$ cat src/logic/tbt_pkg.sv
// Shared constants and the state type of the periodic timebase block
//
// Behaviour
// - Counter held at zero while disabled
// - Counter counts up from zero once enabled
// - Rollover at selected tap sets pending flag
// - Interrupt while flag set and irq enabled
// - Acknowledge one clears flag, reads zero
// - First event half period, then exact period
// - Rate codes give eight ratios 32768 down to 8
// - Extra prescale multiplies every ratio by 128
// - Fifteen divider stages, eight selectable taps
// - Chain clocked by oscillator clock, not bus
// - Wait mode keeps counting, register inaccessible
// - Stop mode runs only with oscillator enabled
// - Reset clears enable and interrupt enable
package tbt_pkg;

    // --------------------------------------------------------------
    // Bus geometry and register offsets
    // --------------------------------------------------------------
    localparam int TBT_AW = 8;                              // Byte address width
    localparam logic [7:0] TBT_OFS_CTRL = 8'h00;            // timebase_control
    localparam logic [7:0] TBT_OFS_CFG = 8'h04;             // Option bits
    localparam logic [7:0] TBT_OFS_STAT = 8'h08;            // Sticky events
    localparam logic [7:0] TBT_OFS_MASK = 8'h0C;            // Event mask

    // --------------------------------------------------------------
    // timebase_control field positions
    // --------------------------------------------------------------
    localparam int TBT_B_FLAG = 7;                          // Pending flag, read only
    localparam int TBT_B_RATE = 4;                          // Rate select, bits 6..4
    localparam int TBT_B_ACK = 3;                           // Acknowledge, write only
    localparam int TBT_B_IRQEN = 2;                         // Interrupt enable
    localparam int TBT_B_RUN = 1;                           // Run enable

    // --------------------------------------------------------------
    // Option register and event status positions
    // --------------------------------------------------------------
    localparam int TBT_B_PRESC = 0;                         // Extra divide by 128
    localparam int TBT_B_OSCSTOP = 1;                       // Oscillator kept in stop
    localparam int TBT_EV_ROLL = 0;                         // Tap rollover event
    localparam int TBT_EV_REFUSED = 1;                      // Access refused event
    localparam int TBT_NEV = 2;                             // Number of events

    // --------------------------------------------------------------
    // Divider chain geometry
    // --------------------------------------------------------------
    localparam int TBT_STAGES = 15;                         // Divider stages
    localparam int TBT_PRESC_DIV = 128;                     // Extra prescale ratio
    // Tap bit per rate code; ratio is two to the (bit + 1)
    localparam logic [7:0][3:0] TBT_TAP_BIT = {
        4'h2, 4'h3, 4'h4, 4'h5, 4'h6, 4'hA, 4'hC, 4'hE
    };

    // --------------------------------------------------------------
    // Reset values
    // --------------------------------------------------------------
    localparam logic [2:0] TBT_RATE_RST = 3'h0;             // Slowest tap
    localparam logic [TBT_STAGES-1:0] TBT_CNT_RST = 15'h0000; // Cleared chain

    // Whole state of the timebase core
    typedef struct packed {
        logic run;                                          // timebase_run_enable
        logic irq_en;                                       // timebase_irq_enable
        logic [2:0] rate;                                   // rate_select_bits
        logic flag;                                         // timebase_pending_flag
        logic [TBT_STAGES-1:0] cnt;                         // Divider chain
        logic presc_sel;                                    // extra_prescale_select
        logic osc_stop_en;                                  // oscillator_in_stop_enable
        logic [TBT_NEV-1:0] status;                         // Sticky events
        logic [TBT_NEV-1:0] mask;                           // Event mask
        logic [31:0] prdata;                                // Read data
        logic osc_prev;                                     // Oscillator level last cycle
    } tbt_state_t;

endpackage

$ cat src/logic/tbt_core.sv
// Periodic timebase with APB register slave and interrupt
`timescale 1ns/1ps
`default_nettype none
module tbt_core (
    // Clock and reset
    input wire logic clk_sys,
    input wire logic sys_rst,
    // APB slave
    input wire logic psel,
    input wire logic penable,
    input wire logic pwrite,
    input wire logic [tbt_pkg::TBT_AW-1:0] paddr,
    input wire logic [31:0] pwdata,
    output logic [31:0] prdata,
    output logic pready,
    output logic pslverr,
    // Oscillator clock pin and power modes
    input wire logic oscillator_clock_out,
    input wire logic wait_mode,
    input wire logic stop_mode,
    // Interrupt
    output logic irq
);
    import tbt_pkg::*;

    // --------------------------------------------------------------
    // Declarations
    // --------------------------------------------------------------
    tbt_state_t st;                                         // Registered state
    tbt_state_t next_st;                                    // Next state
    logic osc_level;                                        // Synchronised oscillator
    logic osc_rise;                                         // One oscillator edge
    logic chain_active;                                     // Chain may advance
    logic src_tick;                                         // divider_source_clock pulse
    logic presc_tick;                                       // Prescaled pulse
    logic [3:0] tap;                                        // Selected tap bit
    logic [TBT_STAGES-1:0] cnt_inc;                         // Counter plus one
    logic tap_rise;                                         // Selected tap rose
    logic low_power;                                        // Register locked out
    logic setup;                                            // APB setup phase
    logic access;                                           // APB access phase
    logic mapped;                                           // Address decodes
    logic refused;                                          // Access refused
    logic wr_ctrl;                                          // Accepted control write
    logic wr_cfg;                                           // Accepted option write
    logic wr_mask;                                          // Accepted mask write
    logic rd_stat;                                          // Accepted status read
    logic ack_wr;                                           // Acknowledge one written
    logic [TBT_NEV-1:0] events;                             // Event pulses this cycle
    logic [7:0] ctrl_view;                                  // Control register image

    // --------------------------------------------------------------
    // Oscillator pin sampling
    // --------------------------------------------------------------
    tbt_sync u_sync (
        .clk_sys(clk_sys),
        .sys_rst(sys_rst),
        .d_async(oscillator_clock_out),
        .q_sync(osc_level)
    );

    // Edge of the oscillator clock drives the chain, not the bus clock
    assign osc_rise = osc_level && !st.osc_prev;

    // Chain runs in wait; in stop only with the oscillator kept on
    assign chain_active = st.run && (!stop_mode || st.osc_stop_en);

    // --------------------------------------------------------------
    // Optional divide by 128 ahead of the chain
    // --------------------------------------------------------------
    tbt_presc #(
        .DIV(TBT_PRESC_DIV)
    ) u_presc (
        .clk_sys(clk_sys),
        .sys_rst(sys_rst),
        .clear(!st.run),
        .tick_in(osc_rise && chain_active),
        .tick_out(presc_tick)
    );

    // Source pulse: direct or prescaled
    assign src_tick = st.presc_sel ? presc_tick : (osc_rise && chain_active);

    // --------------------------------------------------------------
    // Tap selection and rollover detection
    // --------------------------------------------------------------
    // Table entry 0 belongs to rate code 000, the slowest tap
    assign tap = TBT_TAP_BIT[st.rate];
    assign cnt_inc = TBT_STAGES'(st.cnt + 1'b1);
    // Tap bit rising: first after half the period, then every period
    assign tap_rise = src_tick && cnt_inc[tap] && !st.cnt[tap];

    // --------------------------------------------------------------
    // APB decode
    // --------------------------------------------------------------
    assign low_power = wait_mode || stop_mode;
    assign setup = psel && !penable;
    assign access = psel && penable;
    assign mapped = (paddr == TBT_OFS_CTRL) || (paddr == TBT_OFS_CFG)
                 || (paddr == TBT_OFS_STAT) || (paddr == TBT_OFS_MASK);
    // Register unreachable in wait and stop
    assign refused = access && (!mapped || low_power);
    assign wr_ctrl = access && pwrite && !low_power && (paddr == TBT_OFS_CTRL);
    assign wr_cfg = access && pwrite && !low_power && (paddr == TBT_OFS_CFG);
    assign wr_mask = access && pwrite && !low_power && (paddr == TBT_OFS_MASK);
    assign rd_stat = access && !pwrite && !low_power && (paddr == TBT_OFS_STAT);
    assign ack_wr = wr_ctrl && pwdata[TBT_B_ACK];

    // Zero wait states, error on unmapped or locked access
    assign pready = 1'b1;
    assign pslverr = refused;
    assign prdata = st.prdata;

    // Event pulses for the sticky status
    always_comb
    begin
        events = '0;
        events[TBT_EV_ROLL] = tap_rise;
        events[TBT_EV_REFUSED] = refused;
    end

    // Control image; acknowledge always reads zero
    always_comb
    begin
        ctrl_view = 8'h00;
        ctrl_view[TBT_B_FLAG] = st.flag;
        ctrl_view[TBT_B_RATE +: 3] = st.rate;
        ctrl_view[TBT_B_ACK] = 1'b0;
        ctrl_view[TBT_B_IRQEN] = st.irq_en;
        ctrl_view[TBT_B_RUN] = st.run;
    end

    // Level interrupt: pending flag or unmasked sticky event
    assign irq = (st.flag && st.irq_en) || |(st.status & st.mask);

    // --------------------------------------------------------------
    // Next-state logic
    // --------------------------------------------------------------
    always_comb
    begin
        next_st = st;
        next_st.osc_prev = osc_level;
        // Control fields; rate taken as written
        if (wr_ctrl)
        begin
            next_st.run = pwdata[TBT_B_RUN];
            next_st.irq_en = pwdata[TBT_B_IRQEN];
            next_st.rate = pwdata[TBT_B_RATE +: 3];
        end
        // Option bits
        if (wr_cfg)
        begin
            next_st.presc_sel = pwdata[TBT_B_PRESC];
            next_st.osc_stop_en = pwdata[TBT_B_OSCSTOP];
        end
        // Mask register
        if (wr_mask)
            next_st.mask = pwdata[TBT_NEV-1:0];
        // Divider chain: zero while off, counts from zero when on
        if (!next_st.run)
            next_st.cnt = TBT_CNT_RST;
        else if (src_tick)
            next_st.cnt = cnt_inc;
        // Pending flag: rollover wins over acknowledge
        if (tap_rise)
            next_st.flag = 1'b1;
        else if (ack_wr)
            next_st.flag = 1'b0;
        // Sticky status: read clears, new event wins
        if (rd_stat)
            next_st.status = events;
        else
            next_st.status = st.status | events;
        // Read data captured in the setup phase
        if (setup)
        begin
            case (paddr)
                TBT_OFS_CTRL: next_st.prdata = {24'h000000, ctrl_view};
                TBT_OFS_CFG:
                begin
                    next_st.prdata = 32'h00000000;
                    next_st.prdata[TBT_B_PRESC] = st.presc_sel;
                    next_st.prdata[TBT_B_OSCSTOP] = st.osc_stop_en;
                end
                // Include this cycle's events so a read never loses one
                TBT_OFS_STAT: next_st.prdata = {30'h00000000, st.status | events};
                TBT_OFS_MASK: next_st.prdata = {30'h00000000, st.mask};
                default: next_st.prdata = 32'h00000000;
            endcase
            if (low_power)
                next_st.prdata = 32'h00000000;
        end
    end

    // --------------------------------------------------------------
    // State register; reset clears both enables
    // --------------------------------------------------------------
    always_ff @(posedge clk_sys or posedge sys_rst)
    begin
        if (sys_rst)
        begin
            st <= '0;
            st.rate <= TBT_RATE_RST;
            st.cnt <= TBT_CNT_RST;
        end
        else
            st <= next_st;
    end
endmodule
`default_nettype wire

$ cat src/logic/tbt_presc.sv
// Extra prescaler: one output pulse per DIV input pulses
`timescale 1ns/1ps
`default_nettype none
module tbt_presc #(
    parameter int DIV = tbt_pkg::TBT_PRESC_DIV
) (
    // Clock and reset
    input wire logic clk_sys,
    input wire logic sys_rst,
    // Control and pulses
    input wire logic clear,
    input wire logic tick_in,
    output logic tick_out
);
    import tbt_pkg::*;

    localparam int W = $clog2(DIV);                         // Counter width
    localparam logic [W-1:0] LAST = W'(DIV - 1);            // Terminal count

    // Input pulse count
    logic [W-1:0] count;

    // Output pulse on the last input pulse of each group
    assign tick_out = tick_in && (count == LAST);

    // --------------------------------------------------------------
    // Counting, cleared with the chain
    // --------------------------------------------------------------
    always_ff @(posedge clk_sys or posedge sys_rst)
    begin
        if (sys_rst)
            count <= '0;
        else if (clear)
            count <= '0;
        else if (tick_in)
            count <= (count == LAST) ? '0 : W'(count + 1'b1);
    end

endmodule
`default_nettype wire

$ cat src/logic/tbt_sync.sv
// Two-flop synchroniser for one pin level
`timescale 1ns/1ps
`default_nettype none
module tbt_sync (
    // Clock and reset
    input wire logic clk_sys,
    input wire logic sys_rst,
    // Level in and out
    input wire logic d_async,
    output logic q_sync
);

    // Capture and settle stages
    logic stage1;

    // --------------------------------------------------------------
    // Two flip-flops in series
    // --------------------------------------------------------------
    always_ff @(posedge clk_sys or posedge sys_rst)
    begin
        if (sys_rst)
        begin
            stage1 <= 1'b0;
            q_sync <= 1'b0;
        end
        else
        begin
            stage1 <= d_async;
            q_sync <= stage1;
        end
    end

endmodule
`default_nettype wire

$ cat config.mk
export PLATFORM = sky130hd
export DESIGN_NAME = tbt_core
export DESIGN_NICKNAME = d
export VERILOG_FILES = /design/src/logic/tbt_pkg.sv /design/src/logic/tbt_core.sv /design/src/logic/tbt_presc.sv /design/src/logic/tbt_sync.sv
export SDC_FILE = /design/constraint.sdc
export NUM_CORES = 1
export LEC_CHECK = 0
export BUFFER_PORTS_ARGS = -buffer_cell sky130_fd_sc_hd__buf_4
export CAP_MARGIN = 20
export CORE_ASPECT_RATIO = 1.75
export CORE_MARGIN = 2
export CORE_UTILIZATION = 35
export CTS_BUF_LIST = sky130_fd_sc_hd__clkbuf_2 sky130_fd_sc_hd__clkbuf_4 sky130_fd_sc_hd__clkbuf_8
export CTS_CLUSTER_DIAMETER = 40
export DETAILED_ROUTE_END_ITERATION = 10
export PLACE_DENSITY = 0.7
export SLEW_MARGIN = 20
export SYNTH_ARGS = -nofsm -noshare
export SYNTH_HDL_FRONTEND = slang
export SYNTH_SLANG_ARGS = --single-unit
$ cat constraint.sdc
create_clock -name clk_sys -period 2 [get_ports clk_sys]
set_clock_uncertainty 0.2 [all_clocks]
set_input_delay 0.2 -clock clk_sys [delete_from_list [all_inputs] [get_ports clk_sys]]
set_output_delay 0.2 -clock clk_sys [all_outputs]
set_load 0.02 [all_outputs]
After elaboration in Yosys (flattened, before gate mapping)
Memories as Yosys holds them, arrays and structs flattened.
Cells that the tools add are included.

storage, ports and cells
  bits in registers = 69
  bits in read-only memories = 32
  input bits = 48
  output and inout port bits = 35
  word-level logic and storage cells = 80
  memories = 1

memories
  memory           words  bits a word  rd ports  clocked after Yosys merged registers in  wr ports  RTL line        source
  (no name shown)  8      4            1         0                                        0         tbt_core.sv:88  assign tap = TBT_TAP_BIT[st.rate];

cells by class
  add/subtract/negate cells = 2
  $lt $le $gt $ge = 2
  eq/ne operators = 6
  mux-type cells = 17
  bitwise operators = 2
  reductions and logical operators = 36

operator list
  operator                                                                 number
  32-bit 2-to-1 mux                                                        1
  8-bit case mux with 4 select lines                                       1
  15-bit 2-to-1 mux                                                        2
  7-bit 2-to-1 mux                                                         3
  1-bit logical AND                                                        19
  8-bit by 4-bit == test with 1-bit output, second input constant          2
  15-bit by 1-bit adder with 15-bit output, second input constant          1
  1-bit binary-select mux with 4-bit select                                2
  8-bit by 3-bit == test with 1-bit output, second input constant          1
  8-bit zero test                                                          1
  7-bit by 1-bit adder with 7-bit output, second input constant            1
  7-bit == test, second input constant                                     1
  1-bit zero test                                                          7
  1-bit logical OR                                                         7
  4-bit by 5-bit < comparator with 1-bit output, second input constant     1
  1-bit 2-to-1 mux                                                         5
  5-bit 2-to-1 mux                                                         1
  3-bit by 4-bit < comparator with 1-bit output, second input constant     1
  4-bit 2-to-1 mux                                                         1
  2-bit by 1-bit inequality test with 1-bit output, second input constant  2
  2-bit bitwise AND                                                        1
  2-bit 2-to-1 mux                                                         1
  2-bit bitwise OR                                                         1
  2-bit nonzero test                                                       1
  2-bit OR reduction                                                       1

Logic depth before layout (Yosys ltp)
  depth after elaboration = 11
  mapped depth = 6
  depth with buffers taken out = 6

Hierarchy
Synthesis repeated with hierarchy kept, for this count alone.

second synthesis, totals
  cells, all modules = 275
  area total of the unflattened synthesis = 2738.9 sq um

modules (own cells, without submodules)
  module     instances  cells each  area each (sq um)  sequential area each (sq um)
  tbt_core   1          233         2293.4             875.8
  tbt_presc  1          39          391.6              175.2
  tbt_sync   1          3           53.8               50.0

Worst setup path after synthesis
Ideal clock, no wire load.

  path type = register to register
  from = register st[39] (netlist name)
  to = register st, in the netlist ctrl_view[7]
  library setup time = 0.143 ns
  arrival time = 1.670 ns
  slack = -0.012 ns
  stages on the path, launching flop included = 7
  buffers on the path = 0
  clock period less this slack = 2.012 ns
  cells stage by stage = dfrtp_1 -> ha_1 -> and4_1 -> a31oi_1 -> a221oi_1 -> o311ai_0 -> o21ai_0

on the way
  longest elaborated chain between the ends = 6
  elaborated cells on any way between the ends = 10

RTL lines
  what                                                           RTL line         source
  start: declaration                                             tbt_core.sv:29   tbt_state_t st;
  start signal: assignment                                       tbt_core.sv:207  st <= next_st;
  15-bit by 1-bit adder with 15-bit output                       tbt_core.sv:89   assign cnt_inc = TBT_STAGES'(st.cnt + 1'b1);
  1-bit binary-select mux with 4-bit select                      tbt_core.sv:91   assign tap_rise = src_tick && cnt_inc[tap] && !st.cnt[tap];
  1-bit 2-to-1 mux (implied by the code)                         tbt_core.sv:91
  1-bit logical AND                                              tbt_core.sv:91
  1-bit logical AND *                                            tbt_core.sv:91
  1-bit 2-to-1 mux / 2-bit nonzero test (equally long branches)  -

Every way passes the cells marked *; elsewhere a longest branch is shown, timed or not. The select of a mux whose other input is x is not followed.
A chain may end at the register's enable or synchronous reset.

Worst setup path after layout
Ends and elaborated chain as after synthesis.

==> metrics <==
cell at the slowest stage of the critical path dfrtp_1; standard cell core area 7130 µm²; post-synthesis sequential area ratio between 40% and 50%; share of the clock period used by the worst path after layout 96.9%; Residual DRC 0; number of global-route vias before repair roughly 2000; minimum period implied by the final worst setup slack roughly 1900 ps; most used flip-flop cell after synthesis dfrtp_1; power per unit of standard cell area 559 nW/µm²; RR Endpoint ctrl_view[7]$_DFFE_PP0P_; Max-slew headroom 62.8%; ratio of cells with drive above 1 in the final layout 28.8%; data arrival time at the worst-slack endpoint 1950 ps; Initial Utilization 35.8%; GP Congestion 0.830; number of standard cells after synthesis 258; CTS buffer count 5; class of the worst hold path input port to flop; count of placed standard cells including taps 383; final wirelength 5.47 mm; number of design-rule violations left by the first detailed-router iteration 106; launching element type of the critical path flop; Distinct cells, synth 50; synth top area cells dfrtp_1 (43%), buf_4 (9.7%), xor2_1 (4.8%); number of detailed-routing iterations run before antenna repair 4; slew at the pin with the worst max-slew slack 557 ps; remaining antenna violation count after routing 0; kind of end point of the critical path flop; maximum cell stage delay along the critical path about 410 ps; total number of nets in the final design 365; Die Wd 68.6 µm; maximum ir drop on the vdd rail 0.000267 V; Final Hold Slack 30.7 ps; boundary pin count between 80 and 90; total of endpoints with negative setup slack in the final report 0; std cell rows 41; global-route wire length before repair 8.91 mm; half-perimeter wire length after placement 4.06 mm; sequential cell area 1100 µm²; largest fanout on the critical path 3; Clock Latency Late Sink 310 ps; Syn Area/Cell approximately 9.9 µm²; flop-to-flop setup slack 60 ps; clock root cell clkbuf_8; capture endpoint of the worst hold path st[36]$_DFF_PP0_; Worst Hold Depth 4; number of flops mapped to enable cells by yosys 0; Ant. Diodes 0; multi-input gate area in the final layout ~1300 µm²; average vias per placed instance around 5.1; pin count of the biggest net entering global routing 45; maximum level of the CTS H-tree 2; Die Span Y 117 µm; max-cap viol count 0; area share of the largest cell type after synthesis 43.1%; top cell type by total area after synthesis dfrtp_1; start point of the critical path st[39]$_DFFE_PP0P_; final-layout fill cell count 681; GR Overflow Total 0; total chip power between 1.5 and 2 mW; Critical Path, Cell by Cell ha_4 > and4_1 > a31oi_1 > a221oi_1 > o311ai_1 > buf_4 > o21ai_1; logic depth of the worst register-to-register path 7; leakage power summed over all cells 1.43 nW; Hold Path Origin pwrite; most frequent cell after synthesis dfrtp_1; Async S/R FF share, synth 100%; outcome finished, final reports clean; routed length per placed instance around 14 µm; unrepaired setup endpoints after global routing true; RR Startpoint st[39]$_DFFE_PP0P_; fmax 516 MHz; number of pins with negative max-slew slack in the final report 0; number of storage elements in the synthesis netlist 44; quantity of I/O buffers inserted on ports 31; die footprint 8030 µm²; post-synth design cell area 2550 µm²; number of sinks handled by clock tree synthesis 44; post-synthesis to final-layout area growth 24.1%; final number of hold-violating endpoints 0; maximum buffer depth of the clock tree 2; Clk pin slew, worst setup/hold paths about 90 ps; initial antenna violation count 0; top post-synthesis cells by count dfrtp_1 (44), buf_4 (33), nor2_1 (23); synth warn 0; clock tree from TritonCTS built; Crit Path Class flop to flop; global routing usage summed across all routing layers 14.6%; Finished Layout Cells 402; WP data required roughly 2000 ps; routed vias 2053
-- per-stage QoR --
stage	instance area [µm²]	setup WS [ps]	TNS, ps	util [%]
CTS	3120	30.5	0	43.7
detailed placement	2900	-57.6	-130	40.7
global placement	2900	-17.5	-39.9	40.7
finish	3170	61.4	0	44.5
floorplan	2650	81.4	0	-
global route	3170	-35.0	-104	44.5
-- power breakdown --
part | switching (mW) | leakage [nW] | internal [mW] | total (mW)
logic | 0.0908 | 0.773 | 0.0565 | 0.147
clock network | 0.319 | 0.0614 | 0.408 | 0.728
registers | 0.00419 | 0.598 | 0.894 | 0.898
total | 0.415 | 1.43 | 1.36 | 1.77
-- critical path, delay by kind of cell, from the launching register on --
| kind | cells | cell delay (ps) |
|---|---|---|
| AO/OA/AOI/OAI | 4 | 660 |
| flip-flops | 1 | 410 |
| AND/OR/NAND/NOR | 1 | 210 |
| buffers and inverters | 1 | 190 |
| adder cells (fa/ha/maj) | 1 | 180 |
-- cell families after synthesis --
logic type	Yosys count	share of synthesized area, %
AND/OR/NAND/NOR	98	22.3
buffers and inverters	48	12.1
flip-flops	44	43.1
AO/OA/AOI/OAI	35	9.55
XOR/XNOR	15	5.14
multiplexers	14	6.56
adder cells (fa/ha/maj)	2	0.979
other	2	0.294
-- worst max-delay path by stage --
| stage | endpoint | cells after the start | slack, ps |
|---|---|---|---|
| 6_report | ctrl_view[7]$_DFFE_PP0P_ | 7 | 60 |
| 3_5_place_dp | st[35]$_DFF_PP0_ | 7 | -60 |
| 2_1_floorplan | ctrl_view[7]$_DFFE_PP0P_ | 6 | 80 |
| 5_1_grt | st[35]$_DFF_PP0_ | 7 | -30 |
| 3_3_place_gp | prdata[0]$_DFFE_PP0P_ | 7 | -20 |
| 4_1_cts | st[35]$_DFF_PP0_ | 5 | 30 |
-- what timing repair did --
item	in CTS	in global routing
setup endpoints to repair	3	4
endpoints found under the hold margin	54	0
resized for setup	1	13
hold buffers	9	0
setup buffers	0	2
pin swaps	1	7
-- sequential cells by signal, summed over array words and instances, names as in the netlist --
name	count
prdata	7
ctrl_view	6
u_sync.stage1	1
st	22
u_presc.count	7
u_sync.q_sync	1
-- metal layers --
| metal | wire, µm | vias to the layer above | track usage [%] |
|---|---|---|---|
| met4 | 122 | 0 | 6.40 |
| met5 | 0 | - | 0 |
| met1 | 2060 | 1015 | 14.5 |
| li1 | - | 978 | - |
| met2 | 3090 | 52 | 28.2 |
| met3 | 208 | 8 | 2.58 |
-- area by class of cell --
class | instances | area share, %
tap | 86 | 3.39
clock buffer | 6 | 2.60
timing repair buffer | 67 | 17.0
multi-input combinational | 190 | 40.2
clock inverter | 2 | 1.22
sequential | 44 | 34.8
inverter | 7 | 0.828
-- cell usage in the layout (no fill, tap or decap), types with 5 or more instances in the layout --
| cell | n |
|---|---|
| buf_4 | 57 |
| dfrtp_1 | 41 |
| conb_1 | 26 |
| nor2_1 | 23 |
| xor2_1 | 14 |
| nand2_1 | 13 |
| nand4_1 | 12 |
| nand3_1 | 9 |
| mux2_2 | 9 |
| dlygate4sd3_1 | 9 |
| inv_1 | 6 |
| a22o_1 | 6 |
| clkbuf_8 | 6 |
| o21ai_0 | 5 |
| and3_1 | 5 |
| a21oi_1 | 5 |
Note: power is estimated with default switching activity, not from simulation.
